$ cat src/rtl/slcd_cfg.svh
// Constants for the serial display controller: offsets, fields, resets and timing.
`ifndef SLCD_CFG_SVH
`define SLCD_CFG_SVH

// System clock rate in hertz.
`define SLCD_CLK_HZ 20000000
// Power-up reset pulse length in milliseconds and in clock cycles.
`define SLCD_PUR_MS 50
`define SLCD_PUR_CYC ((`SLCD_CLK_HZ / 1000) * `SLCD_PUR_MS)
// Backlight drive frequency and half period in clock cycles.
`define SLCD_BL_HZ 600
`define SLCD_BL_HALF (`SLCD_CLK_HZ / (2 * `SLCD_BL_HZ))
// Receiver oversampling and baud divisor, rounded to nearest.
`define SLCD_OVERSAMPLE 16
`define SLCD_BAUD_DIV(b) ((`SLCD_CLK_HZ + (`SLCD_OVERSAMPLE / 2) * (b)) / (`SLCD_OVERSAMPLE * (b)))
// Display enable high time (least, rounded up) and write recovery gap.
`define SLCD_STROBE_NS 500
`define SLCD_STROBE_CYC ((`SLCD_STROBE_NS * (`SLCD_CLK_HZ / 1000000) + 999) / 1000)
`define SLCD_GAP_US 40
`define SLCD_GAP_CYC (`SLCD_GAP_US * (`SLCD_CLK_HZ / 1000000))
// Bit 6 and bit 5 of a function-set command.
`define SLCD_FSET_PATTERN 2'h1
// Word buffer depth.
`define SLCD_FIFO_DEPTH 8

// Register byte offsets.
`define SLCD_REG_CTRL 12'h000
`define SLCD_REG_STATUS 12'h004
`define SLCD_REG_WORD 12'h008
// Control fields and reset value.
`define SLCD_CTRL_BAUD_LSB 0
`define SLCD_CTRL_HOLD_BIT 2
`define SLCD_CTRL_RESET 3'h0
// Status fields.
`define SLCD_ST_TOP_BIT 0
`define SLCD_ST_PUR_BIT 1
`define SLCD_ST_EMPTY_BIT 2
`define SLCD_ST_FULL_BIT 3
`define SLCD_ST_FRAME_BIT 4
`define SLCD_ST_OVR_BIT 5

`endif

$ cat src/rtl/slcd_pkg.sv
// Types shared by the serial display controller.
package slcd_pkg;

	// One received word: top bit selects command or character.
	typedef struct packed {
		logic       select;
		logic [6:0] low;
	} slcd_word_t;

	// Line rate codes held in the control register.
	typedef enum logic [1:0] {
		SLCD_BAUD_300  = 2'h0,
		SLCD_BAUD_1200 = 2'h1,
		SLCD_BAUD_2400 = 2'h2
	} slcd_baud_t;

	// Receiver states, Gray coded along the frame.
	typedef enum logic [1:0] {
		SLCD_RX_IDLE  = 2'h0,
		SLCD_RX_START = 2'h1,
		SLCD_RX_DATA  = 2'h3,
		SLCD_RX_STOP  = 2'h2
	} slcd_rx_state_t;

	// Display writer states, Gray coded along the write cycle.
	typedef enum logic [1:0] {
		SLCD_WR_IDLE   = 2'h0,
		SLCD_WR_SETUP  = 2'h1,
		SLCD_WR_STROBE = 2'h3,
		SLCD_WR_GAP    = 2'h2
	} slcd_wr_state_t;

endpackage

$ cat src/rtl/slcd_fifo.sv
// Word buffer with a registered output stage and valid/ready on both sides.
`timescale 1ns/1ps
module slcd_fifo #(
	parameter int unsigned WIDTH = 8,
	parameter int unsigned DEPTH = 8
) (
	// Clock, reset and synchronous flush.
	input  wire logic             i_clock,
	input  wire logic             i_arst_n,
	input  wire logic             i_clear,
	// Filling side.
	input  wire logic             i_valid,
	output logic                  o_ready,
	input  wire logic [WIDTH-1:0] i_data,
	// Draining side.
	output logic                  o_valid,
	input  wire logic             i_ready,
	output logic [WIDTH-1:0]      o_data,
	// Levels.
	output logic                  o_full,
	output logic                  o_empty
);
	localparam int unsigned AW = $clog2(DEPTH);

	logic [WIDTH-1:0] mem [DEPTH];
	logic [AW-1:0]    wr_ptr;
	logic [AW-1:0]    rd_ptr;
	logic [AW:0]      count;
	logic             push;
	logic             refill;

	// The output register refills whenever storage holds a word and the register is empty or being drained.
	assign push    = i_valid && o_ready;
	assign refill  = (count != '0) && (!o_valid || i_ready);
	assign o_ready = count != (AW + 1)'(DEPTH);
	assign o_full  = !o_ready;
	assign o_empty = !o_valid && (count == '0);

	// Storage has no reset; only slots holding unread words are ever read.
	always_ff @(posedge i_clock) begin
		if (push) begin
			mem[wr_ptr] <= i_data;
		end
	end

	// Pointers and occupancy of the storage array.
	always_ff @(posedge i_clock or negedge i_arst_n) begin
		if (!i_arst_n) begin
			wr_ptr <= '0;
			rd_ptr <= '0;
			count  <= '0;
		end else if (i_clear) begin
			wr_ptr <= '0;
			rd_ptr <= '0;
			count  <= '0;
		end else begin
			if (push) begin
				wr_ptr <= wr_ptr + 1'b1;
			end
			if (refill) begin
				rd_ptr <= rd_ptr + 1'b1;
			end
			case ({push, refill})
				2'b10: count <= count + 1'b1;
				2'b01: count <= count - 1'b1;
				default: count <= count;
			endcase
		end
	end

	// Registered read data keeps the draining side off the memory path.
	always_ff @(posedge i_clock or negedge i_arst_n) begin
		if (!i_arst_n) begin
			o_valid <= 1'b0;
			o_data  <= '0;
		end else if (i_clear) begin
			o_valid <= 1'b0;
		end else if (refill) begin
			o_valid <= 1'b1;
			o_data  <= mem[rd_ptr];
		end else if (i_ready) begin
			o_valid <= 1'b0;
		end
	end
endmodule

$ cat src/rtl/slcd_top.sv
// Serial receiver to character display controller with an APB register slave.
//
// Operation
// Display command/character select comes from the received word's top bit.
// Select 0 means control command, select 1 means character data.
// Seven low received bits go straight onto the low display bus lines.
// Display bus top line comes from a dedicated one-bit register.
// That register loads the lowest received bit: 1 sets, 0 clears.
// Loads only on command with bits 7..5 = 001 and bit 1 = 0.
// All other words leave the top-line register unchanged.
// Write strobe follows word ready; none during power-up reset or framing error.
// After power-up a reset pulse of about 50 ms holds the logic.
// That pulse clears top line, inhibits key display, resets serial and baud.
// A 600 Hz square wave from the baud generator drives the backlight; the code takes it from its own counter bl_cnt instead.
// Line rate is 2400, 1200 or 300 baud, 300 by default.
`timescale 1ns/1ps
`include "slcd_cfg.svh"
module slcd_top #(
	parameter int unsigned PUR_CYC      = `SLCD_PUR_CYC,
	parameter int unsigned BAUD_DIV_300 = `SLCD_BAUD_DIV(300),
	parameter int unsigned BL_HALF      = `SLCD_BL_HALF
) (
	// Clock and reset.
	input  wire logic        i_clock,
	input  wire logic        i_arst_n,
	// APB slave.
	input  wire logic        i_psel,
	input  wire logic        i_penable,
	input  wire logic        i_pwrite,
	input  wire logic [11:0] i_paddr,
	input  wire logic [31:0] i_pwdata,
	output logic             o_pready,
	output logic             o_pslverr,
	output logic [31:0]      o_prdata,
	// Serial line input.
	input  wire logic        i_serial_rx,
	// Display module.
	output logic [7:0]       o_lcd_data,
	output logic             o_lcd_select,
	output logic             o_lcd_strobe,
	// System signals.
	output logic             o_power_up_reset_pulse,
	output logic             o_key_entry_inhibit,
	output logic             o_backlight_drive
);
	localparam logic [12:0] DIV_300    = 13'(BAUD_DIV_300);
	localparam logic [12:0] DIV_1200   = 13'(`SLCD_BAUD_DIV(1200));
	localparam logic [12:0] DIV_2400   = 13'(`SLCD_BAUD_DIV(2400));
	localparam logic [19:0] PUR_LAST   = 20'(PUR_CYC - 1);
	localparam logic [14:0] BL_LAST    = 15'(BL_HALF - 1);
	localparam logic [9:0]  STB_LAST   = 10'(`SLCD_STROBE_CYC - 1);
	localparam logic [9:0]  GAP_LAST   = 10'(`SLCD_GAP_CYC - 1);
	localparam int unsigned WORD_W     = $bits(slcd_pkg::slcd_word_t);

	// Oversampling divisor for the selected line rate.
	function automatic logic [12:0] baud_div(input logic [1:0] sel);
		case (sel)
			slcd_pkg::SLCD_BAUD_1200: return DIV_1200;
			slcd_pkg::SLCD_BAUD_2400: return DIV_2400;
			default:                  return DIV_300;
		endcase
	endfunction

	// True for a function-set style command that steers the top line.
	function automatic logic is_top_cmd(input slcd_pkg::slcd_word_t w);
		return !w.select && (w.low[6:5] == `SLCD_FSET_PATTERN) && !w.low[1];
	endfunction

	logic                 pur;
	logic [19:0]          pur_cnt;
	logic [2:0]           ctrl;
	logic                 hold;
	logic [12:0]          baud_cnt;
	logic                 tick;
	logic [14:0]          bl_cnt;
	logic                 rx_meta;
	logic                 rx_line;
	slcd_pkg::slcd_rx_state_t rx_state;
	logic [3:0]           tick_cnt;
	logic [2:0]           bit_cnt;
	logic [7:0]           shreg;
	logic                 rx_done;
	logic                 framing_error_flag;
	logic                 pend_valid;
	slcd_pkg::slcd_word_t pend_word;
	logic                 new_word;
	logic                 fifo_in_ready;
	logic                 fifo_valid;
	logic                 fifo_ready;
	logic [WORD_W-1:0]    fifo_data;
	slcd_pkg::slcd_word_t head;
	logic                 fifo_full;
	logic                 fifo_empty;
	slcd_pkg::slcd_wr_state_t wr_state;
	logic [9:0]           wr_cnt;
	slcd_pkg::slcd_word_t cur_word;
	logic                 top_bit;
	logic                 pop;
	logic                 frame_err_sticky;
	logic                 ovr_sticky;
	logic                 ovr_event;
	logic [7:0]           last_word;
	logic                 apb_acc;
	logic                 apb_hit;
	logic                 apb_we;
	logic [31:0]          next_prdata;

	// Power-up reset pulse: starts active and counts out after reset release.
	always_ff @(posedge i_clock or negedge i_arst_n) begin
		if (!i_arst_n) begin
			pur     <= 1'b1;
			pur_cnt <= '0;
		end else if (pur) begin
			pur_cnt <= pur_cnt + 1'b1;
			if (pur_cnt == PUR_LAST) begin
				pur <= 1'b0;
			end
		end
	end

	// Key entry inhibit and the reset pulse output both follow the same pulse.
	always_ff @(posedge i_clock or negedge i_arst_n) begin
		if (!i_arst_n) begin
			o_power_up_reset_pulse <= 1'b1;
			o_key_entry_inhibit    <= 1'b1;
		end else begin
			o_power_up_reset_pulse <= pur;
			o_key_entry_inhibit    <= pur;
		end
	end

	// Baud generator: one enable pulse per sixteenth of a bit.
	always_ff @(posedge i_clock or negedge i_arst_n) begin
		if (!i_arst_n) begin
			baud_cnt <= '0;
		end else if (pur) begin
			baud_cnt <= '0;
		end else if (baud_cnt >= baud_div(ctrl[1:0]) - 1'b1) begin
			baud_cnt <= '0;
		end else begin
			baud_cnt <= baud_cnt + 1'b1;
		end
	end
	assign tick = !pur && (baud_cnt == baud_div(ctrl[1:0]) - 1'b1);

	// Backlight square wave; toggled from its own reset-gated half-period counter.
	always_ff @(posedge i_clock or negedge i_arst_n) begin
		if (!i_arst_n) begin
			bl_cnt            <= '0;
			o_backlight_drive <= 1'b0;
		end else if (pur) begin
			bl_cnt            <= '0;
			o_backlight_drive <= 1'b0;
		end else if (bl_cnt == BL_LAST) begin
			bl_cnt            <= '0;
			o_backlight_drive <= !o_backlight_drive;
		end else begin
			bl_cnt <= bl_cnt + 1'b1;
		end
	end

	// Two-stage synchroniser on the serial pin; the line idles high.
	always_ff @(posedge i_clock or negedge i_arst_n) begin
		if (!i_arst_n) begin
			rx_meta <= 1'b1;
			rx_line <= 1'b1;
		end else begin
			rx_meta <= i_serial_rx;
			rx_line <= rx_meta;
		end
	end

	// Receiver: start checked at mid bit, then eight data bits LSB first.
	always_ff @(posedge i_clock or negedge i_arst_n) begin
		if (!i_arst_n) begin
			rx_state <= slcd_pkg::SLCD_RX_IDLE;
			tick_cnt <= '0;
			bit_cnt  <= '0;
			shreg    <= '0;
			rx_done  <= 1'b0;
			framing_error_flag <= 1'b0;
		end else if (pur) begin
			rx_state <= slcd_pkg::SLCD_RX_IDLE;
			tick_cnt <= '0;
			bit_cnt  <= '0;
			rx_done  <= 1'b0;
			framing_error_flag <= 1'b0;
		end else begin
			rx_done <= 1'b0;
			if (tick) begin
				tick_cnt <= tick_cnt + 1'b1;
				case (rx_state)
					slcd_pkg::SLCD_RX_IDLE: begin
						tick_cnt <= '0;
						if (!rx_line) begin
							rx_state <= slcd_pkg::SLCD_RX_START;
						end
					end
					slcd_pkg::SLCD_RX_START: begin
						if (tick_cnt == 4'h7) begin
							tick_cnt <= '0;
							bit_cnt  <= '0;
							rx_state <= rx_line ? slcd_pkg::SLCD_RX_IDLE
							                    : slcd_pkg::SLCD_RX_DATA;
						end
					end
					slcd_pkg::SLCD_RX_DATA: begin
						if (tick_cnt == 4'hF) begin
							shreg   <= {rx_line, shreg[7:1]};
							bit_cnt <= bit_cnt + 1'b1;
							if (bit_cnt == 3'h7) begin
								rx_state <= slcd_pkg::SLCD_RX_STOP;
							end
						end
					end
					slcd_pkg::SLCD_RX_STOP: begin
						if (tick_cnt == 4'hF) begin
							rx_done  <= 1'b1;
							framing_error_flag <= !rx_line;
							rx_state <= slcd_pkg::SLCD_RX_IDLE;
						end
					end
					default: rx_state <= slcd_pkg::SLCD_RX_IDLE;
				endcase
			end
		end
	end

	// A word with a bad stop bit never reaches the buffer, so never the display.
	assign new_word  = rx_done && !framing_error_flag;
	assign ovr_event = new_word && pend_valid && !fifo_in_ready;

	// One-word holding stage: the serial line cannot be stalled, so a full
	// buffer stalls this stage and a further word is counted as overrun.
	always_ff @(posedge i_clock or negedge i_arst_n) begin
		if (!i_arst_n) begin
			pend_valid <= 1'b0;
			pend_word  <= '0;
		end else if (pur) begin
			pend_valid <= 1'b0;
		end else if (new_word && (!pend_valid || fifo_in_ready)) begin
			pend_valid <= 1'b1;
			pend_word  <= shreg;
		end else if (fifo_in_ready) begin
			pend_valid <= 1'b0;
		end
	end

	// Nine-word buffer (eight stored plus the output register) between receiver and display writer.
	slcd_fifo #(
		.WIDTH (WORD_W),
		.DEPTH (`SLCD_FIFO_DEPTH)
	) u_fifo (
		.i_clock  (i_clock),
		.i_arst_n (i_arst_n),
		.i_clear  (pur),
		.i_valid  (pend_valid),
		.o_ready  (fifo_in_ready),
		.i_data   (pend_word),
		.o_valid  (fifo_valid),
		.i_ready  (fifo_ready),
		.o_data   (fifo_data),
		.o_full   (fifo_full),
		.o_empty  (fifo_empty)
	);
	assign head = fifo_data;

	// Software hold stalls draining; power-up reset keeps the strobe off.
	assign fifo_ready = (wr_state == slcd_pkg::SLCD_WR_IDLE) && !hold && !pur;
	assign pop        = fifo_valid && fifo_ready;

	// Display writer: setup cycle, enable pulse, then write recovery gap.
	always_ff @(posedge i_clock or negedge i_arst_n) begin
		if (!i_arst_n) begin
			wr_state     <= slcd_pkg::SLCD_WR_IDLE;
			wr_cnt       <= '0;
			cur_word     <= '0;
			o_lcd_select <= 1'b0;
			o_lcd_strobe <= 1'b0;
		end else if (pur) begin
			wr_state     <= slcd_pkg::SLCD_WR_IDLE;
			o_lcd_strobe <= 1'b0;
		end else begin
			case (wr_state)
				slcd_pkg::SLCD_WR_IDLE: begin
					if (pop) begin
						cur_word     <= head;
						o_lcd_select <= head.select;
						wr_state     <= slcd_pkg::SLCD_WR_SETUP;
					end
				end
				slcd_pkg::SLCD_WR_SETUP: begin
					o_lcd_strobe <= 1'b1;
					wr_cnt       <= '0;
					wr_state     <= slcd_pkg::SLCD_WR_STROBE;
				end
				slcd_pkg::SLCD_WR_STROBE: begin
					wr_cnt <= wr_cnt + 1'b1;
					if (wr_cnt == STB_LAST) begin
						o_lcd_strobe <= 1'b0;
						wr_cnt       <= '0;
						wr_state     <= slcd_pkg::SLCD_WR_GAP;
					end
				end
				slcd_pkg::SLCD_WR_GAP: begin
					wr_cnt <= wr_cnt + 1'b1;
					if (wr_cnt == GAP_LAST) begin
						wr_state <= slcd_pkg::SLCD_WR_IDLE;
					end
				end
				default: wr_state <= slcd_pkg::SLCD_WR_IDLE;
			endcase
		end
	end

	// Top line register, clocked at the falling enable of a qualifying command.
	always_ff @(posedge i_clock or negedge i_arst_n) begin
		if (!i_arst_n) begin
			top_bit <= 1'b0;
		end else if (pur) begin
			top_bit <= 1'b0;
		end else if (wr_state == slcd_pkg::SLCD_WR_STROBE && wr_cnt == STB_LAST
		             && is_top_cmd(cur_word)) begin
			top_bit <= cur_word.low[0];
		end
	end
	assign o_lcd_data = {top_bit, cur_word.low};

	// Sticky error flags; a new event wins over a clear in the same cycle.
	always_ff @(posedge i_clock or negedge i_arst_n) begin
		if (!i_arst_n) begin
			frame_err_sticky <= 1'b0;
			ovr_sticky <= 1'b0;
			last_word  <= '0;
		end else begin
			if (rx_done) begin
				last_word <= shreg;
			end
			if (rx_done && framing_error_flag) begin
				frame_err_sticky <= 1'b1;
			end else if (apb_we && i_paddr == `SLCD_REG_STATUS
			             && i_pwdata[`SLCD_ST_FRAME_BIT]) begin
				frame_err_sticky <= 1'b0;
			end
			if (ovr_event) begin
				ovr_sticky <= 1'b1;
			end else if (apb_we && i_paddr == `SLCD_REG_STATUS
			             && i_pwdata[`SLCD_ST_OVR_BIT]) begin
				ovr_sticky <= 1'b0;
			end
		end
	end

	// APB decode; the answer comes one cycle into the access phase.
	assign apb_acc = i_psel && i_penable;
	assign apb_hit = (i_paddr == `SLCD_REG_CTRL) || (i_paddr == `SLCD_REG_STATUS)
	                 || (i_paddr == `SLCD_REG_WORD);
	assign apb_we  = apb_acc && o_pready && i_pwrite;
	assign hold    = ctrl[`SLCD_CTRL_HOLD_BIT];

	// Read multiplexer; unmapped addresses read as zero.
	always_comb begin
		next_prdata = '0;
		case (i_paddr)
			`SLCD_REG_CTRL:   next_prdata[2:0] = ctrl;
			`SLCD_REG_STATUS: begin
				next_prdata[`SLCD_ST_TOP_BIT]   = top_bit;
				next_prdata[`SLCD_ST_PUR_BIT]   = pur;
				next_prdata[`SLCD_ST_EMPTY_BIT] = fifo_empty && !pend_valid;
				next_prdata[`SLCD_ST_FULL_BIT]  = fifo_full;
				next_prdata[`SLCD_ST_FRAME_BIT] = frame_err_sticky;
				next_prdata[`SLCD_ST_OVR_BIT]   = ovr_sticky;
			end
			`SLCD_REG_WORD:   next_prdata[7:0] = last_word;
			default:          next_prdata = '0;
		endcase
	end

	// Answer registers: pready is a one-cycle pulse per transfer.
	always_ff @(posedge i_clock or negedge i_arst_n) begin
		if (!i_arst_n) begin
			o_pready  <= 1'b0;
			o_pslverr <= 1'b0;
			o_prdata  <= '0;
		end else if (apb_acc && !o_pready) begin
			o_pready  <= 1'b1;
			o_pslverr <= !apb_hit;
			o_prdata  <= i_pwrite ? 32'h0000_0000 : next_prdata;
		end else begin
			o_pready  <= 1'b0;
			o_pslverr <= 1'b0;
		end
	end

	// Control register: line rate code and drain hold.
	always_ff @(posedge i_clock or negedge i_arst_n) begin
		if (!i_arst_n) begin
			ctrl <= `SLCD_CTRL_RESET;
		end else if (apb_we && i_paddr == `SLCD_REG_CTRL) begin
			ctrl <= i_pwdata[2:0];
		end
	end
endmodule

$ cat config.mk
export PLATFORM = sky130hd
export DESIGN_NAME = slcd_top
export DESIGN_NICKNAME = d
export VERILOG_FILES = /design/src/rtl/slcd_pkg.sv /design/src/rtl/slcd_fifo.sv /design/src/rtl/slcd_top.sv
export VERILOG_INCLUDE_DIRS = /design/src /design/src/rtl
export SDC_FILE = /design/constraint.sdc
export NUM_CORES = 1
export LEC_CHECK = 0
export BUFFER_PORTS_ARGS = -buffer_cell sky130_fd_sc_hd__buf_2
export CORE_MARGIN = 2
export CORE_UTILIZATION = 60
export CTS_CLUSTER_SIZE = 30
export DETAILED_ROUTE_END_ITERATION = 7
export HOLD_SLACK_MARGIN = 0.12
export PLACE_DENSITY_LB_ADDON = 0.3
export SETUP_SLACK_MARGIN = 0.05
export SLEW_MARGIN = 5
export SYNTH_ARGS = -nofsm -noshare
export SYNTH_HDL_FRONTEND = slang
export SYNTH_SLANG_ARGS = --single-unit
$ cat constraint.sdc
create_clock -name i_clock -period 4 [get_ports i_clock]
set_clock_uncertainty 0.05 [all_clocks]
set_input_delay 0.4 -clock i_clock [delete_from_list [all_inputs] [get_ports i_clock]]
set_output_delay 0.4 -clock i_clock [all_outputs]
set_load 0.02 [all_outputs]
==> results.py <==
metrics = {
    "hold_path": {
        "holdPathStages": 3,
        "min_to": "ovr_sticky$_DFFE_PN0P_",
        "hp-class": "primary input to flop",
        "worstHoldStart": "i_pwdata[5]",
    },
    "sta": {
        "tightestPinTransition_ns": 1.07,
        "drv_slew": 0,
        "hold_viol": 0,
        "rsz0062_at_grt": "no",
        "min_period_ns": 2.96,
        "final.setup.tns_ns": 0,
        "hold_ws_ns": 0.198,
        "fin_crit_sh_pct": 74.0,
        "max_freq_ghz": 0.338,
        "setup_viol": 0,
        "slew-limit-headroom_pct": 28.9,
    },
    "floorplan": {
        "die-width_um": 131,
        "die_h_um": 131,
        "initial_utilization_pct": 61.2,
        "rows": 46,
        "core-area_mm2": 0.0159,
        "dieArea_mm2": 0.0172,
        "ios": 97,
    },
    "clock_tree": {
        "h-tree-depth": 1,
        "clk_pin_slew_worst_paths_ns": 0.06,
        "clk_latency_ns": 0.49,
        "clkSinkCount": 209,
        "cts_buffer_depth": 3,
        "root_buffer": "clkbuf_16",
        "post_cts_buffers": 0,
        "cts_buffers": 21,
        "cts_tree": "built",
        "ctsResizeCount": 0,
    },
    "placed_design": {
        "hpwl_mm": 12.7,
        "dp.cells": 1020,
        "place.port_buffers": 45,
        "globalplace.congestion": 0.834,
    },
    "global_routing": {
        "grt_max_degree": 95,
        "antenna_found_initial": 0,
        "track_usage_pct": 22.6,
        "grt_pass1_wl_mm": 32.0,
        "overflow": 0,
        "grt_pass1_vias": 6385,
    },
    "yosys": {
        "synthFlopType": "dfrtp_1",
        "synth-compound-area-share_pct": 6.73,
        "synth-warning-count": 0,
        "synth_top_family_by_area": "simple AND/OR/NAND/NOR gates",
        "synth_seq_cells": 209,
        "synthTopCellsByArea": "dfrtp_1 (36%), edfxtp_1 (20%), mux2_2 (4.2%), mux4_2 (3.7%), ha_1 (3.5%)",
        "synthesis.area_mm2": 0.00972,
        "synthCells": 780,
        "synth.mux.area_fraction_pct": 9.33,
        "synth_area_leader_cell": "dfrtp_1",
        "yosysSeqAreaShare_pct": 57.1,
        "synth-xor-area-share_pct": 5.13,
        "synth_cell_type_count": 64,
        "synth.most_common_cell": "dfrtp_1",
        "avgSynthCellArea_um2": 12.5,
        "synth_top_area_share_pct": 36.3,
        "yosys.area_share.simple_pct": 13.8,
        "synth_edf_count": 64,
        "synth-async-reset-ratio_pct": 69.4,
        "synth_fa_ha_area_share_pct": 3.68,
        "synth_top_cells_by_count": "dfrtp_1 (141), edfxtp_1 (64), nor2_1 (59), mux2_2 (36), nand2_1 (36)",
    },
    "layout": {
        "layoutNonFillerInstCount": 1061,
        "fillers": 1157,
        "drive_gt1_share_pct": 17.9,
        "regArea_mm2": 0.00556,
        "nets": 910,
        "antenna_cells": 0,
        "area_growth_pct": 11.0,
        "final_util_pct": 68.0,
        "multi_input_area_mm2": 0.00386,
    },
    "critical_path": {
        "crit_arrival_ns": 3.29,
        "required_ns": 4.33,
        "crit_path_max_incr_delay_ns": 0.70,
        "cp-end-kind": "flop",
        "r2r_cells": 8,
        "setup.worst_path.start_class": "flop",
        "path_max_fanout": 8,
        "path_cells": "or4_1, o211ai_1, inv_2, ha_1, a21o_2, a21oi_1, mux2i_1, mux2_1",
        "reg2reg_to": "u_fifo.count[3]$_DFFE_PN0P_",
        "reg2reg_slack_ns": 1.04,
        "r2r_start": "u_fifo.count[0]$_DFFE_PN0P_",
        "path_buf_inv": 1,
        "worstSetupPathDepth": 8,
        "path_class": "flop to flop",
        "cp_top_family": "simple AND/OR/NAND/NOR gates",
        "slowest_stage": "or4_1",
    },
    "detailed_routing": {
        "wirelength_mm": 19.0,
        "dr_wl_met2_mm": 10.0,
        "vias": 6225,
        "dr_wl_met3_um": 736,
        "avgViaCountPerCell": 5.87,
        "dr.pass1.iters": 4,
        "wl_met1_mm": 7.75,
        "top_layer_used": "met4",
        "drt_iter0_drc": 292,
        "ant_nets": 0,
        "wl_per_cell_um": 17.9,
        "drcViolationCount": 0,
    },
    "power": {
        "p_leak_nw": 4.45,
        "total_power_mw": 4.18,
        "p_per_area_mw_per_mm2": 387,
        "ir_worst_vdd_v": 0.000352,
    },
    "status": {
        "status": "finished clean",
    },
    "flow_run": {
        "cap_violations": 0,
    },
}
## power by group
group / internal (mW) / switching [mW]
Sequential: 2.20 / 0.00152
Combinational: 0.0171 / 0.0624
Clock: 1.13 / 0.772
Total: 3.34 / 0.835
## logic make-up after synthesis
| logic type | after synthesis |
|---|---|
| DFF | 209 |
| buffers and inverters | 78 |
| xor gates and xnor gates | 57 |
| and+or+nand+nor | 249 |
| AOI/OAI and AO/OA | 91 |
| other | 2 |
| adders and majority gates | 28 |
| muxes | 66 |
## state kept, by name, summed over array words and instances, names as in the netlist, 10 cells and up
| signal | cells |
|---|---|
| baud_cnt | 13 |
| bl_cnt | 15 |
| pur_cnt | 20 |
| u_fifo.mem | 64 |
| wr_cnt | 10 |
## area by class of cell
class,count,share of cell area [%]
multi-input cells,517,35.8
flip-flops and latches,209,51.4
repair buffers,61,3.37
well taps,216,2.50
clock buffers,29,5.33
clock inverters,7,0.800
inverters,22,0.765
## worst max path at each step
stage / slack [ns] / from / endpoint
2_1_floorplan: 1.30 / u_fifo.count[0]$_DFFE_PN0P_ / u_fifo.count[3]$_DFFE_PN0P_
3_3_place_gp: 1.11 / u_fifo.count[0]$_DFFE_PN0P_ / u_fifo.count[3]$_DFFE_PN0P_
3_5_place_dp: 1.06 / u_fifo.count[0]$_DFFE_PN0P_ / u_fifo.count[3]$_DFFE_PN0P_
4_1_cts: 1.04 / u_fifo.count[0]$_DFFE_PN0P_ / u_fifo.count[3]$_DFFE_PN0P_
5_1_grt: 0.88 / u_fifo.count[0]$_DFFE_PN0P_ / u_fifo.count[3]$_DFFE_PN0P_
6_report: 1.04 / u_fifo.count[0]$_DFFE_PN0P_ / u_fifo.count[3]$_DFFE_PN0P_
## worst reg2reg max path, cell delays in order (launching register included)
cell and delay, ns:
dfrtp_1 0.48, or4_1 0.70, o211ai_1 0.22, inv_2 0.13
ha_1 0.30, a21o_2 0.21, a21oi_1 0.17, mux2i_1 0.24
mux2_1 0.34
## per-layer routing
layer  GRT usage [%]  up-vias
met1            28.8     3104
met5               0        -
met4            6.40        0
li1                -     2941
met2            40.7      145
met3            2.93       35
## cells in the final DEF, fill, tap and decap left out, types with 6 or more instances in the layout
| cell | Yosys | final |
|---|---|---|
| dfrtp_1 | 141 | 141 |
| edfxtp_1 | 64 | 64 |
| nor2_1 | 59 | 59 |
| buf_2 | 8 | 44 |
| nand2_1 | 36 | 36 |
| mux2_2 | 36 | 36 |
| nand3_1 | 34 | 34 |
| xnor2_1 | 34 | 34 |
| a21oi_1 | 30 | 30 |
| ha_1 | 27 | 27 |
| conb_1 | 2 | 26 |
| xor2_1 | 23 | 23 |
| nand4_1 | 22 | 22 |
| nor3_1 | 22 | 22 |
| inv_1 | 21 | 21 |
| clkbuf_16 | 0 | 21 |
| a211oi_1 | 16 | 16 |
| mux4_2 | 16 | 16 |
| nor4_1 | 15 | 15 |
| mux2i_1 | 13 | 13 |
| o21ai_0 | 12 | 12 |
| and3_1 | 12 | 12 |
| buf_4 | 26 | 11 |
| and4_1 | 7 | 7 |
| nand2b_1 | 6 | 6 |
| nor4b_1 | 6 | 6 |
| clkbuf_1 | 17 | 6 |
## what timing repair did
action                     4_1_cts  5_1_grt
setup endpoints to repair        0        0
hold buffers                     5        0
hold endpoints to repair        93        0
## through the flow
step / setup WS, ns / area (µm²)
floorplan: 1.30 / 9810
global placement: 1.11 / 10100
detailed placement: 1.06 / 10100
CTS: 1.04 / 10800
global route: 0.877 / 10800
finish: 1.04 / 10800
No activity file was read; power rests on OpenSTA's default activity.
